`src/design/rcmr_pkg.sv`:
```
package rcmr_pkg;

   // Register byte addresses on the peripheral bus.
   localparam logic [31:0] ADDR_SWAP_CTRL = 32'hffff0220;
   localparam logic [31:0] ADDR_CAUSE = 32'hffff0230;
   localparam logic [31:0] ADDR_CAUSE_CLEAR = 32'hffff0234;
   localparam logic [31:0] ADDR_KEY_FIRST = 32'hffff0248;
   localparam logic [31:0] ADDR_RET_CFG = 32'hffff024c;
   localparam logic [31:0] ADDR_KEY_SECOND = 32'hffff0250;

   // Field positions.
   localparam int SWAP_BIT = 0;
   localparam int CAUSE_POR_BIT = 0;
   localparam int CAUSE_WDT_BIT = 1;
   localparam int CAUSE_SW_BIT = 2;
   localparam int RET_GPIO_BIT = 0;
   localparam int RET_DAC_BIT = 2;

   // Reset values and masks.
   localparam logic [7:0] SWAP_RESET = 8'h00;
   localparam logic [7:0] RET_CFG_RESET = 8'h00;
   localparam logic [7:0] CAUSE_POR_VALUE = 8'h01;
   localparam logic [7:0] CAUSE_MASK = 8'h07;
   localparam logic [7:0] RET_CFG_MASK = 8'h05;

   // Unlock codes of the retention configuration sequence.
   localparam logic [7:0] KEY_FIRST_CODE = 8'h76;
   localparam logic [7:0] KEY_SECOND_CODE = 8'hb1;

   // Memory map of the core side.
   localparam logic [31:0] VECTOR_FIRST = 32'h00000000;
   localparam logic [31:0] VECTOR_LAST = 32'h00000020;
   localparam logic [31:0] MIRROR_SIZE = 32'h00080000;

   // Cycles spent in the reset state; the system reset pulse that this block issues lasts one cycle longer.
   localparam int RESET_HOLD_CYCLES = 4;

   // Kinds of reset event.
   typedef enum logic [2:0] {
      RCMR_SRC_NONE,
      RCMR_SRC_EXT,
      RCMR_SRC_WDT,
      RCMR_SRC_SW,
      RCMR_SRC_FAULT
   } rcmr_src_e;

   // Boot sequence states.
   typedef enum logic [1:0] {
      RCMR_ST_RESET,
      RCMR_ST_KERNEL,
      RCMR_ST_USER
   } rcmr_state_e;

   // Memory target of a core access to the bottom of the map.
   typedef struct packed {
      logic kernel;
      logic sram;
      logic nvm;
      logic vector;
   } rcmr_sel_s;

endpackage

```
`src/design/rcmr_top.sv`:
```
// The APB interface to the registers was chosen for this implementation.
`timescale 1ns/1ps

// Operation
// - Vector region spans 0x00000000 to 0x00000020, served by the bottom memory.
// - After any reset the nonvolatile memory is mirrored at the bottom.
// - Setting swap bit 0 mirrors SRAM at address zero instead.
// - Clearing swap bit 0 returns the nonvolatile memory to address zero.
// - Every reset clears the swap bit.
// - Every reset starts execution in a hidden factory kernel.
// - With boot select high, kernel finishes then jumps to address zero.
// - Five reset sources are recognised; watchdog and software causes add to the bits already recorded.
// - An external reset leaves all cause bits at zero.
// - Power-on reset sets the power-on cause bit.
// - Watchdog expiry sets the watchdog cause bit.
// - Writing 1 to the software bit forces a reset recorded there.
// - Writing 1 to a clear register bit clears that cause bit.
// - A clear leaving any set bit uncleared triggers a reset event.
// - DAC retention bit at 1 keeps DAC state through watchdog/software resets.
// - DAC retention bit at 0 returns DAC pins and registers to defaults.
// - GPIO retention bit likewise keeps or resets GPIO state.
// - Retention writes need key 0x76 before and key 0xB1 after.
module rcmr_top
   import rcmr_pkg::*;
#(
   parameter int HOLD_CYCLES = RESET_HOLD_CYCLES
) (
   input wire logic pclk, // Core clock.
   input wire logic presetn, // Power-on reset, active low.
   input wire logic psel, // APB select.
   input wire logic penable, // APB access phase.
   input wire logic pwrite, // APB direction, high for write.
   input wire logic [31:0] paddr, // APB byte address.
   input wire logic [31:0] pwdata, // APB write data.
   output logic [31:0] prdata, // APB read data.
   output logic pready, // APB ready.
   output logic pslverr, // APB error on unmapped address.
   input wire logic ext_reset_n, // External reset pin, active low.
   input wire logic wdt_expire, // Watchdog expiry pulse, core clock.
   input wire logic boot_select_pin, // Boot select pin, high for normal.
   input wire logic kernel_done, // Kernel configuration routine finished.
   input wire logic [31:0] core_addr, // Core fetch or data address.
   input wire logic core_valid, // Core access strobe.
   output rcmr_sel_s core_sel, // Registered memory target.
   output logic sys_reset_n, // System reset to the rest of the chip.
   output logic dac_reset_n, // DAC reset, withheld when retained.
   output logic gpio_reset_n, // GPIO reset, withheld when retained.
   output logic vector_jump // Pulse: core jumps to the reset vector.
);

   logic [1:0] ext_sync;
   logic [1:0] boot_sync;
   logic ext_low_q;
   logic [7:0] swap_ctrl;
   logic [7:0] cause;
   logic [7:0] ret_cfg;
   logic [7:0] ret_pending;
   logic key_armed;
   logic cfg_pending;
   rcmr_state_e state;
   rcmr_src_e event_src;
   logic [$clog2(HOLD_CYCLES + 1) - 1:0] hold_cnt;
   logic setup;
   logic access_done;
   logic wr_done;
   logic mapped;
   logic in_reset;
   logic retain_ok;

   // True when the address falls on one of the mapped registers.
   function automatic logic is_mapped(input logic [31:0] a);
      if (a == ADDR_SWAP_CTRL) begin
         return 1'b1;
      end else if (a == ADDR_CAUSE || a == ADDR_CAUSE_CLEAR) begin
         return 1'b1;
      end else if (a == ADDR_KEY_FIRST || a == ADDR_KEY_SECOND) begin
         return 1'b1;
      end else if (a == ADDR_RET_CFG) begin
         return 1'b1;
      end else begin
         return 1'b0;
      end
   endfunction

   // Pin inputs pass two flip-flops before anything reads them.
   always_ff @(posedge pclk or negedge presetn) begin
      if (!presetn) begin
         ext_sync <= 2'h3;
         boot_sync <= 2'h0;
      end else begin
         ext_sync <= {ext_sync[0], ext_reset_n};
         boot_sync <= {boot_sync[0], boot_select_pin};
      end
   end

   // Remembers the synced pin level to catch its falling edge.
   always_ff @(posedge pclk or negedge presetn) begin
      if (!presetn) begin
         ext_low_q <= 1'b0;
      end else begin
         ext_low_q <= ~ext_sync[1];
      end
   end

   // Bus phase decode.
   assign setup = psel && !penable;
   assign access_done = psel && penable && pready;
   assign wr_done = access_done && pwrite;
   assign mapped = is_mapped(paddr);
   assign in_reset = (state == RCMR_ST_RESET);

   // Picks the reset source of this cycle; the external pin wins.
   always_comb begin
      event_src = RCMR_SRC_NONE;
      if (!ext_sync[1] && !ext_low_q) begin
         event_src = RCMR_SRC_EXT;
      end else if (wdt_expire) begin
         event_src = RCMR_SRC_WDT;
      end else if (wr_done && paddr == ADDR_CAUSE &&
                   pwdata[CAUSE_SW_BIT]) begin
         event_src = RCMR_SRC_SW;
      end else if (wr_done && paddr == ADDR_CAUSE_CLEAR &&
                   ((cause & CAUSE_MASK & ~pwdata[7:0]) != 8'h00)) begin
         event_src = RCMR_SRC_FAULT;
      end
   end

   // Retention only applies to watchdog and software resets.
   assign retain_ok = (event_src == RCMR_SRC_WDT) ||
                      (event_src == RCMR_SRC_SW);

   // APB answers without wait states; ready and read data leave flip-flops loaded in the setup phase.
   always_ff @(posedge pclk or negedge presetn) begin
      if (!presetn) begin
         pready <= 1'b0;
         pslverr <= 1'b0;
         prdata <= 32'h00000000;
      end else begin
         pready <= setup;
         pslverr <= setup && !mapped;
         prdata <= 32'h00000000;
         if (setup && !pwrite) begin
            if (paddr == ADDR_SWAP_CTRL) begin
               prdata <= {24'h000000, swap_ctrl};
            end else if (paddr == ADDR_CAUSE) begin
               prdata <= {24'h000000, cause};
            end else if (paddr == ADDR_RET_CFG) begin
               prdata <= {24'h000000, ret_cfg};
            end
         end
      end
   end

   // Reset cause record; hardware setting wins over a clear.
   always_ff @(posedge pclk or negedge presetn) begin
      if (!presetn) begin
         cause <= CAUSE_POR_VALUE;
      end else begin
         case (event_src)
            RCMR_SRC_EXT, RCMR_SRC_FAULT: begin
               cause <= 8'h00;
            end
            RCMR_SRC_WDT: begin
               cause <= cause | (8'h01 << CAUSE_WDT_BIT);
            end
            RCMR_SRC_SW: begin
               cause <= cause | (8'h01 << CAUSE_SW_BIT);
            end
            default: begin
               if (wr_done && paddr == ADDR_CAUSE_CLEAR) begin
                  cause <= cause & ~pwdata[7:0];
               end
            end
         endcase
      end
   end

   // Swap control: cleared by any reset, software sets or clears bit 0.
   always_ff @(posedge pclk or negedge presetn) begin
      if (!presetn) begin
         swap_ctrl <= SWAP_RESET;
      end else if (event_src != RCMR_SRC_NONE || in_reset) begin
         swap_ctrl <= SWAP_RESET;
      end else if (wr_done && paddr == ADDR_SWAP_CTRL) begin
         swap_ctrl <= {7'h00, pwdata[SWAP_BIT]};
      end
   end

   // Unlock sequence for the retention configuration.
   always_ff @(posedge pclk or negedge presetn) begin
      if (!presetn) begin
         key_armed <= 1'b0;
         cfg_pending <= 1'b0;
         ret_pending <= RET_CFG_RESET;
      end else if (event_src != RCMR_SRC_NONE || in_reset) begin
         key_armed <= 1'b0;
         cfg_pending <= 1'b0;
      end else if (wr_done) begin
         key_armed <= 1'b0;
         cfg_pending <= 1'b0;
         if (paddr == ADDR_KEY_FIRST && pwdata[7:0] == KEY_FIRST_CODE) begin
            key_armed <= 1'b1;
         end else if (paddr == ADDR_RET_CFG && key_armed) begin
            cfg_pending <= 1'b1;
            ret_pending <= pwdata[7:0] & RET_CFG_MASK;
         end
      end
   end

   // Retention configuration survives only retained reset kinds.
   always_ff @(posedge pclk or negedge presetn) begin
      if (!presetn) begin
         ret_cfg <= RET_CFG_RESET;
      end else if (event_src == RCMR_SRC_EXT ||
                   event_src == RCMR_SRC_FAULT) begin
         ret_cfg <= RET_CFG_RESET;
      end else if (wr_done && paddr == ADDR_KEY_SECOND && cfg_pending &&
                   pwdata[7:0] == KEY_SECOND_CODE) begin
         ret_cfg <= ret_pending;
      end
   end

   // Boot sequence: reset pulse, hidden kernel, then user code.
   always_ff @(posedge pclk or negedge presetn) begin
      if (!presetn) begin
         state <= RCMR_ST_RESET;
         hold_cnt <= '0;
         vector_jump <= 1'b0;
      end else begin
         vector_jump <= 1'b0;
         if (event_src != RCMR_SRC_NONE) begin
            state <= RCMR_ST_RESET;
            hold_cnt <= '0;
         end else begin
            case (state)
               RCMR_ST_RESET: begin
                  if (hold_cnt == ($bits(hold_cnt))'(HOLD_CYCLES - 1)) begin
                     state <= RCMR_ST_KERNEL;
                  end else begin
                     hold_cnt <= hold_cnt + 1'b1;
                  end
               end
               RCMR_ST_KERNEL: begin
                  if (kernel_done && boot_sync[1]) begin
                     state <= RCMR_ST_USER;
                     vector_jump <= 1'b1;
                  end
               end
               default: begin
                  state <= RCMR_ST_USER;
               end
            endcase
         end
      end
   end

   // Reset outputs; DAC and GPIO keep state when retained.
   always_ff @(posedge pclk or negedge presetn) begin
      if (!presetn) begin
         sys_reset_n <= 1'b0;
         dac_reset_n <= 1'b0;
         gpio_reset_n <= 1'b0;
      end else if (event_src != RCMR_SRC_NONE) begin
         sys_reset_n <= 1'b0;
         dac_reset_n <= retain_ok && ret_cfg[RET_DAC_BIT];
         gpio_reset_n <= retain_ok && ret_cfg[RET_GPIO_BIT];
      end else if (!in_reset) begin
         sys_reset_n <= 1'b1;
         dac_reset_n <= 1'b1;
         gpio_reset_n <= 1'b1;
      end
   end

   // Address routing; the swap bit takes effect the cycle after its write.
   always_ff @(posedge pclk or negedge presetn) begin
      if (!presetn) begin
         core_sel <= '0;
      end else begin
         core_sel <= '0;
         if (core_valid) begin
            if (state == RCMR_ST_KERNEL) begin
               core_sel.kernel <= 1'b1;
            end else if (core_addr < MIRROR_SIZE) begin
               core_sel.sram <= swap_ctrl[SWAP_BIT];
               core_sel.nvm <= !swap_ctrl[SWAP_BIT];
               core_sel.vector <= core_addr >= VECTOR_FIRST &&
                                  core_addr <= VECTOR_LAST;
            end
         end
      end
   end

endmodule

```
`config.mk`:
```
export PLATFORM = sky130hd
export DESIGN_NAME = rcmr_top
export DESIGN_NICKNAME = d
export VERILOG_FILES = /design/src/design/rcmr_pkg.sv /design/src/design/rcmr_top.sv
export SDC_FILE = /design/constraint.sdc
export NUM_CORES = 1
export LEC_CHECK = 0
export BUFFER_PORTS_ARGS = -buffer_cell sky130_fd_sc_hd__buf_4
export CAP_MARGIN = 30
export CELL_PAD_IN_SITES_DETAIL_PLACEMENT = 1
export CELL_PAD_IN_SITES_GLOBAL_PLACEMENT = 2
export CORE_MARGIN = 4
export CORE_UTILIZATION = 25
export DETAILED_ROUTE_END_ITERATION = 10
export PLACE_DENSITY_LB_ADDON = 0.1
export SLEW_MARGIN = 20
export SYNTH_ARGS = -nofsm -noshare
export SYNTH_HDL_FRONTEND = slang
export SYNTH_SLANG_ARGS = --single-unit
```
`constraint.sdc`:
```
create_clock -name pclk -period 3.79 [get_ports pclk]
set_input_delay 0.9475 -clock pclk [delete_from_list [all_inputs] [get_ports pclk]]
set_output_delay 0.9475 -clock pclk [all_outputs]
set_load 0.01 [all_outputs]
```
* After elaboration in Yosys (flattened, before gate mapping)
Cells that the tools add are included.
W data, S select, Z words.
** Word-level totals
- Bits in registers :: 80
- Logic and storage cells :: 146
** Cells by class
- $add $sub $neg :: 1
- Magnitude comparators :: 3
- Eq/ne operators :: 18
- Multiplexer cells :: 43
- Bitwise logic cells :: 8
- Reductions and logical operators :: 49
** Operator list (count)
- $eq A32 B32 Y1 const B :: 6
- $mux W8 :: 9
- $ge A32 B1 Y1 const B :: 1
- $le A32 B6 Y1 const B :: 1
- $lt A32 B20 Y1 const B :: 1
- $mux W3 :: 9
- $pmux W8 S3 :: 1
- $logic_and A1 B1 Y1 :: 21
- $mux W1 :: 19
- $reduce_bool A2 Y1 :: 5
- $eq A3 B2 Y1 const B :: 3
- $reduce_bool A3 Y1 :: 3
- $and A3 B8 Y8 :: 1
- $and A8 B8 Y8 :: 1
- $eq A8 B7 Y1 const B :: 1
- $eq A8 B8 Y1 const B :: 1
- $not A8 Y8 :: 1
- $reduce_and A2 Y1 :: 4
- $reduce_bool A8 Y1 :: 1
- $logic_not A1 Y1 :: 6
- $mux W2 :: 3
- $logic_or A1 B1 Y1 :: 5
- $not A1 Y1 :: 5
- $mux W4 :: 1
- other kinds (13) :: 13

* Logic depth before layout (Yosys ltp)
Gate-level depths: netlist of the first run.
- Word-level depth :: 13
- Mapped depth :: 6
- Depth with buffers taken out :: 5

* Worst setup path before layout of the first run
OpenSTA, ideal clock, no wires.
- Kind :: input port to flip-flop
- Start point :: input port paddr[13]
- End point :: register key_armed
- Arrival time :: 2.638 ns
- Required time :: 3.712 ns
- Slack :: 1.075 ns
- Stages :: 4
- Path buffers :: 0
- Cell sequence :: or4_4 or4_4 or4_1 a21oi_1
** On the way
- Cells in the longest elaborated chain, start to end :: 10
- Elaborated cells between the ends (all ways) :: 18
- Those cells by class :: 3 x eq/ne; 7 x mux; 8 x reduce/logical
** Ends and longest elaborated chain
- from (decl) :: RTL line rcmr_top.sv:33 : input wire logic [31:0] paddr,
- $eq A32 B32 Y1 :: RTL line rcmr_top.sv:122 : end else if (wr_done && paddr == ADDR_CAUSE_CLEAR &&
- $logic_and A1 B1 Y1 (2 in a row) :: RTL line rcmr_top.sv:122
- $mux W3 :: RTL line rcmr_top.sv:122
- $mux W3 :: RTL line rcmr_top.sv:119 : end else if (wr_done && paddr == ADDR_CAUSE &&
- $mux W3 :: RTL line rcmr_top.sv:117 : end else if (wdt_expire) begin
- $mux W3 :: RTL line rcmr_top.sv:115 : if (!ext_sync[1] && !ext_low_q) begin
- $reduce_bool A3 Y1 :: RTL line rcmr_top.sv:195 : end else if (event_src != RCMR_SRC_NONE || in_reset) begin
- $logic_or A1 B1 Y1 :: RTL line rcmr_top.sv:195
- $mux W1 / $reduce_bool A2 Y1 (equally long branches)
- to (signal assigned) :: RTL line rcmr_top.sv:196 : key_armed <= 1'b0;
- to (signal assigned) :: RTL line rcmr_top.sv:199 : key_armed <= 1'b0;
- to (signal assigned) :: RTL line rcmr_top.sv:202 : key_armed <= 1'b1;
- to (decl) :: RTL line rcmr_top.sv:58 : logic key_armed;
Parallel ways exist; a longest one is shown, timed or not. The select of a mux whose other input is x is not followed.
A chain may end at the register's enable or synchronous reset.

* Worst setup path after layout of the first run
- Start point :: input port paddr[7]
- End point :: register ret_pending[0]
** On the way
- Cells in the longest elaborated chain, start to end :: 11
- Elaborated cells between the ends (all ways) :: 19
- Those cells by class :: 4 x eq/ne; 4 x mux; 2 x bitwise; 9 x reduce/logical
** Ends and longest elaborated chain
- $eq A32 B32 Y1 :: RTL line rcmr_top.sv:122
- $logic_and A1 B1 Y1 (2 in a row) :: RTL line rcmr_top.sv:122
- $mux W3 :: RTL line rcmr_top.sv:122
- $mux W3 :: RTL line rcmr_top.sv:119
- $mux W3 :: RTL line rcmr_top.sv:117
- $mux W3 :: RTL line rcmr_top.sv:115
- $reduce_bool A3 Y1 :: RTL line rcmr_top.sv:195
- $logic_or A1 B1 Y1 :: RTL line rcmr_top.sv:195
- $not A1 Y1 (no line)
- $reduce_and A4 Y1 (no line) *
- to (signal assigned) :: RTL line rcmr_top.sv:205 : ret_pending <= pwdata[7:0] & RET_CFG_MASK;
- to (decl) :: RTL line rcmr_top.sv:57 : logic [7:0] ret_pending;
Every way passes the cells marked *; elsewhere a longest branch is shown, timed or not.

==> results.sh, run 1 <==
export IMPL_setup_viol_count_final=0
export IMPL_ys_async_sr_fraction_pct=100.0
export IMPL_relSlewSlack_pct=62.21
export IMPL_tightest_slew_ps=566.8
export IMPL_cts_sinks=43
export IMPL_dieHeight_microns=104.4
export IMPL_outcome="completed"
export IMPL_hold_path_class="reg -> reg"
export IMPL_max_freq_mhz=367.1
export IMPL_fin_crit_ps=2724
export IMPL_drive_gt1_share_pct=36.78
export IMPL_synth_seq_area_share_pct=46.50
export IMPL_final_cell_count_no_fill=456
export IMPL_diodes=0
export IMPL_vias=2139
export IMPL_fin_skew_ps=8.225
export IMPL_insertion_delay_ps=300
export IMPL_min_period_over_period_pct=71.88
export IMPL_ys_seq_elements=43
export IMPL_synth_area_top_cells="dfrtp_1 (43%), buf_4 (7.8%), nor2_1 (4.4%)"
export IMPL_gp_congestion=0.7757
export IMPL_ir_drop_mv=0.1982
export IMPL_layout_common_cells="buf_4 (102), dfrtp_1 (40), nor2_1 (27)"
export IMPL_crit_fanout=4
export IMPL_die_area_sq_um=10900
export IMPL_p_leak_nw=1.530
export IMPL_cts_resized=0
export IMPL_use_met3_pct=3.414
export IMPL_grt_util_met2_pct=22.28
export IMPL_rsz0062_at_grt="false"
export IMPL_grt_pass1_wl_mm=11.87
export IMPL_r2r_slack_ps=2070
export IMPL_cts_made_buffers=5
export IMPL_synth_cell_types=46
export IMPL_synth_cells=243
export IMPL_via_per_inst=4.691
export IMPL_synth_area_sq_um=2322
export IMPL_start_util_pct=26.12
export IMPL_avgSynthCellArea_sq_um=9.556
export IMPL_crit_path_end_kind="flop"
export IMPL_worst_endpoint_required_ps=3980
export IMPL_drt_iter0_markers=56
export IMPL_path_clk_slew_ps=80
export IMPL_grt_busiest_layer="met2"
export IMPL_drv_slew=0
export IMPL_cts_root_buf="clkbuf_8"
export IMPL_cts_tree="done"
export IMPL_grt_overflow=0
export IMPL_dr_pass1_iters=4
export IMPL_mostFrequentLayoutCell="buf_4"
export IMPL_powerDensity_nw_per_um2=307.1
export IMPL_nFillCells=1071
export IMPL_rows=34
export IMPL_area_delta_synth_final_pct=38.95
export IMPL_antenna_found_initial=0
export IMPL_synth_edf_count=0
export IMPL_cap_violations=0
export IMPL_cts_setup_buffers=0
export IMPL_ctsHoldBuffers=0
export IMPL_yosysTopAreaCell="dfrtp_1"
export IMPL_critPathLaunchType="input port"
export IMPL_dp_hpwl_mm=5.901
export IMPL_synth_top_area_share_pct=43.10
export IMPL_layout_nets=455
export IMPL_finalHoldViolations=0
export IMPL_detail_route_antenna_nets=0
export IMPL_wl_per_cell_microns=15.89
export IMPL_ctsHtreeMaxLevel=2
export IMPL_io_buffers=99
export IMPL_ys_flop_type="dfrtp_1"
export IMPL_io_pins=148
export IMPL_crit_arrival_ps=2910
export IMPL_dp_cells=448
export IMPL_wl_mm=7.246
export IMPL_cts_buffer_depth=2
export IMPL_path_class="in -> reg"
export IMPL_remaining_drc_errors=0
export IMPL_yosys_warnings=0
export IMPL_coreArea_sq_um=8891
export IMPL_dieWidth_microns=104.4
export IMPL_tns_ps=0
export IMPL_grt_pass1_vias=2368
export IMPL_use_met1_pct=17.19
export IMPL_track_usage_pct=13.32
export IMPL_grt_max_degree=44
==> logic make-up (layout without fill, tap and decap cells) <==
| logic type | after synthesis | in the layout | synth area share, % |
|---|---|---|---|
| adder cells (fa/ha/maj) | 2 | 2 | 1.077 |
| other | 1 | 24 | 0.1615 |
| buffers and inverters | 36 | 118 | 9.698 |
| XOR/XNOR | 1 | 1 | 0.3772 |
| AND/OR/NAND/NOR | 125 | 125 | 30.98 |
| flip-flops | 43 | 43 | 46.50 |
| AO/OA/AOI/OAI | 31 | 31 | 9.375 |
| multiplexers | 4 | 4 | 1.832 |
==> cell usage after synthesis, drive strengths merged (3+ instances only) <==
cell type	instances
or4	4
nor4bb	4
a21oi	7
o22ai	3
nand2	18
nand3	8
nor2	27
nor3	11
nand2b	6
o21ai	5
nor4	8
nand4	11
and4	3
buf	24
inv	8
clkbuf	4
and2	8
and3	4
dfstp	3
or2	3
dfrtp	40
a21boi	5
==> final timing paths <==
path | from | cells after the start | endpoint
worst max-delay path | paddr[7] | 6 | ret_pending[0]
max in group asynchronous | presetn | 1 | prdata[2]
worst min register to register | boot_sync[0] | 0 | boot_sync[1]
min in group asynchronous | presetn | 1 | hold_cnt[2]
worst max register to register | ext_sync[1] | 5 | ret_pending[0]
worst min-delay path | boot_sync[0] | 0 | boot_sync[1]
==> sequential cells by signal, summed over array words and instances (netlist names), 2 cells and up <==
name / cells
cause: 8
prdata: 8
core_sel: 4
hold_cnt: 3
boot_sync: 2
ext_sync: 2
ret_cfg: 2
ret_pending: 2
state: 2
==> stage by stage <==
| step | setup slack, ps | hold WS, ps | total power [mW] | util (%) | cell area, sq um |
|---|---|---|---|---|---|
| finish | 1066 | 351.3 | 0.9910 | 36.29 | 3227 |
| global route | 897.1 | 364.7 | 1.041 | 36.29 | 3227 |
| CTS | 1060 | 355.4 | 1.005 | 36.29 | 3227 |
| detailed placement | 735.8 | 335.8 | 0.6333 | 35.03 | 3114 |
| global placement | 732.5 | 332.7 | 0.6313 | 35.03 | 3114 |
| floorplan | 1075 | 331.2 | 0.5536 | - | 2409 |
==> where the power goes <==
part           internal [mW]  total [mW]  switching [mW]  leakage, nW
Clock                  0.196       0.368           0.171       0.0581
Combinational         0.0769       0.149          0.0720        0.895
Sequential             0.469       0.474         0.00551        0.576
Total                  0.742       0.991           0.249         1.53
==> routing by layer <==
layer	routed length, microns	share of wire [%]
met5	0	0
met4	59	0.81
met3	380	5.2
met2	3568	49
met1	3237	45
==> worst max-delay path: stages <==
cell and delay (ps):
buf_4 110, or4b_2 660, nor3_1 400, nand3_1 130
nor3_1 290, mux2_2 370
==> cell type report <==
type,instances,area [sq um],share of cell area [%]
flip-flops and latches,43,1080,33.46
inverters,8,30.03,0.9306
clock inverters,3,43.79,1.357
clock buffers,5,68.82,2.133
repair buffers,102,765.7,23.73
multi-input cells,187,1104,34.20
well taps,108,135.1,4.188
No activity file was read; power rests on OpenSTA's default activity.
==> run 2: changes to the inputs <==
--- a/config.mk
+++ b/config.mk
@@ -5,12 +5,13 @@
 export SDC_FILE = /design/constraint.sdc
 export NUM_CORES = 1
 export LEC_CHECK = 0
+export ABC_AREA = 1
 export BUFFER_PORTS_ARGS = -buffer_cell sky130_fd_sc_hd__buf_4
 export CAP_MARGIN = 30
 export CELL_PAD_IN_SITES_DETAIL_PLACEMENT = 1
 export CELL_PAD_IN_SITES_GLOBAL_PLACEMENT = 2
 export CORE_MARGIN = 4
-export CORE_UTILIZATION = 25
+export CORE_UTILIZATION = 22
 export DETAILED_ROUTE_END_ITERATION = 10
 export PLACE_DENSITY_LB_ADDON = 0.1
 export SLEW_MARGIN = 20
==> constraint.sdc (replaced) <==
create_clock -name pclk -period 2.7 [get_ports pclk]
set_input_delay 0.675 -clock pclk [delete_from_list [all_inputs] [get_ports pclk]]
set_output_delay 0.675 -clock pclk [all_outputs]
set_load 0.01 [all_outputs]
==> run 2 against run 1 <==
Effect of this change:
- routed wire length down 1.9%
- first-iteration DRC count shrank 1.8%
- clock power is 7.6% higher
- critical endpoint is now ret_pending[2]
- cell count grew 19%
- combinational power increased by 42%
- synthesized cell count up 22%
- flip-flop and latch count did not move
- power up 29%
- cell area grew 3.6%
- worst setup slack lost 140 ps
- critical path type unchanged
- global-route usage decreased by 2.3 points
==> results.sh, run 2 <==
export IMPL_outcome="completed"
export IMPL_crit_chain="buf_4 -> inv_1 -> nand2_1 -> nor2_1 -> nand2_2 -> nor2_2 -> nand3_4 -> nor2_4 -> nand2_2 -> nor2_4 -> nand2_2 -> nand2_1 -> nand2_1"
export IMPL_grt_pass1_wl_mm=11.34
export IMPL_hold_path_class="reg -> reg"
export IMPL_tightest_slew_ps=570.6
export IMPL_dieHeight_microns=113.3
export IMPL_max_freq_mhz=562.8
export IMPL_diodes=0
export IMPL_cts_made_buffers=5
export IMPL_cts_root_buf="clkbuf_8"
export IMPL_synth_seq_area_share_pct=44.26
export IMPL_cap_violations=0
export IMPL_ys_seq_elements=43
export IMPL_crit_arrival_ps=1960
export IMPL_worst_endpoint_required_ps=2880
export IMPL_avgSynthCellArea_sq_um=8.215
export IMPL_r2r_slack_ps=1020
export IMPL_ys_async_sr_fraction_pct=100.0
export IMPL_io_buffers=99
export IMPL_synth_most_common_cell="nand2_1"
export IMPL_drv_slew=0
export IMPL_ctsHoldBuffers=0
export IMPL_synth_cells=297
export IMPL_setup_viol_count_final=0
export IMPL_cp_startpoint="paddr[12]"
export IMPL_wl_per_cell_microns=13.09
export IMPL_synth_area_sq_um=2440
export IMPL_path_clk_slew_ps=80
export IMPL_synth_cell_types=31
export IMPL_yosysTopAreaCell="dfrtp_1"
export IMPL_cts_resized=0
export IMPL_remaining_drc_errors=0
export IMPL_p_leak_nw=1.726
export IMPL_cts_buffer_depth=2
export IMPL_grt_overflow=0
export IMPL_reg_top3="cause x8, prdata x8, core_sel x4"
export IMPL_via_per_inst=4.039
export IMPL_critical_path_max_stage_delay_ps=200
export IMPL_dr_pass1_iters=4
export IMPL_dp_hpwl_mm=6.020
export IMPL_drive_gt1_share_pct=33.25
export IMPL_ys_flop_type="dfrtp_1"
export IMPL_dp_worst_setup_slack_ps=570.2
export IMPL_wl_mm=7.108
export IMPL_rows=38
export IMPL_track_usage_pct=11.02
export IMPL_grt_pass1_vias=2308
export IMPL_fin_crit_ps=1777
export IMPL_path_class="in -> reg"
export IMPL_start_util_pct=22.51
export IMPL_critPathTopFamily="simple AND/OR/NAND/NOR gates"
export IMPL_crit_path_end_kind="flop"
export IMPL_grt_max_degree=44
export IMPL_relSlewSlack_pct=61.96
export IMPL_dp_cells=535
export IMPL_ctsHtreeMaxLevel=2
export IMPL_antenna_found_initial=0
export IMPL_final_cell_count_no_fill=543
export IMPL_synth_top_area_share_pct=41.03
export IMPL_cts_setup_buffers=0
export IMPL_vias=2193
export IMPL_area_delta_synth_final_pct=37.08
export IMPL_layout_common_cells="buf_4 (99), nand2_1 (50), inv_1 (48)"
export IMPL_crit_fanout=4
export IMPL_setup_slack_ps=923.3
export IMPL_finalHoldViolations=0
export IMPL_synth_area_top_cells="dfrtp_1 (41%), nand2_1 (7.7%), buf_4 (7.4%)"
export IMPL_mostFrequentLayoutCell="buf_4"
export IMPL_layout_nets=510
export IMPL_synth_edf_count=0
export IMPL_min_period_over_period_pct=65.80
export IMPL_dieWidth_microns=113.3
export IMPL_coreArea_sq_um=10840
export IMPL_powerDensity_nw_per_um2=381.0
export IMPL_holdCritStartpoint="boot_sync[0]"
export IMPL_critPathLaunchType="input port"
export IMPL_fin_skew_ps=9.725
export IMPL_detail_route_antenna_nets=0
export IMPL_rsz0062_at_grt="false"
export IMPL_io_pins=148
export IMPL_synthTopCellsByCount="nand2_1 (50), inv_1 (48), dfrtp_1 (40)"
export IMPL_insertion_delay_ps=290
export IMPL_path_buf_inv=2
export IMPL_yosys_warnings=0
export IMPL_ir_drop_mv=0.1740
export IMPL_cts_tree="done"
export IMPL_gp_congestion=0.7017
export IMPL_slowest_stage="nor2_2"
export IMPL_nFillCells=1343
export IMPL_cts_sinks=43
export IMPL_drt_iter0_markers=55
export IMPL_rr_startpoint="pready"
export IMPL_tns_ps=0
export IMPL_die_area_sq_um=12840
run 2: cells by family (layout without fill, tap and decap cells):
family	Yosys count	in the layout	synth area share, %
AND/OR/NAND/NOR	154	154	33.54
flip-flops	43	43	44.26
adder cells (fa/ha/maj)	2	2	1.025
buffers and inverters	73	156	15.03
AO/OA/AOI/OAI	24	24	6.000
other	1	24	0.1537
run 2: stage by stage:
step / total power [mW] / utilization, % / area (sq um) / hold WS, ps
after floorplan: 0.7859 / - / 2526 / 331.2
after global placement: 0.8909 / 30.11 / 3264 / 332.0
after detailed placement: 0.8959 / 30.11 / 3264 / 336.5
after CTS: 1.301 / 30.85 / 3344 / 355.4
after global routing: 1.362 / 30.85 / 3344 / 370.9
final: 1.274 / 30.85 / 3344 / 352.2
run 2: per-layer routing:
metal  track usage (%)  vias to the layer above  share of wire (%)
li1                  -                     1111                  -
met1             14.30                     1017                 43
met2             19.12                       63                 50
met3             2.139                        2                6.2
met4             2.163                        0               0.58
met5                 0                        -                  0
run 2: cell type report:
class / count / area, sq um / share of cell area (%)
Sequential cell: 43 / 1080 / 32.29
Multi-Input combinational cell: 204 / 1080 / 32.29
Timing Repair Buffer: 99 / 743.2 / 22.22
Inverter: 49 / 186.4 / 5.574
Tap cell: 140 / 175.2 / 5.238
Clock buffer: 8 / 80.08 / 2.394
run 2: path summary, 6_finish.rpt:
kind                             endpoint  depth (start not counted)
hold / removal               boot_sync[1]                          0
setup / recovery           ret_pending[2]                         13
setup reg to reg           ret_pending[2]                          8
min in group asynchronous       prdata[1]                          1
hold reg to reg              boot_sync[1]                          0
max in group asynchronous     ext_sync[0]                          1
run 2: power breakdown:
part / internal, mW / switching, mW / leakage [nW]
Sequential: 0.659 / 0.00718 / 0.575
Combinational: 0.104 / 0.108 / 1.11
Clock: 0.184 / 0.211 / 0.0395
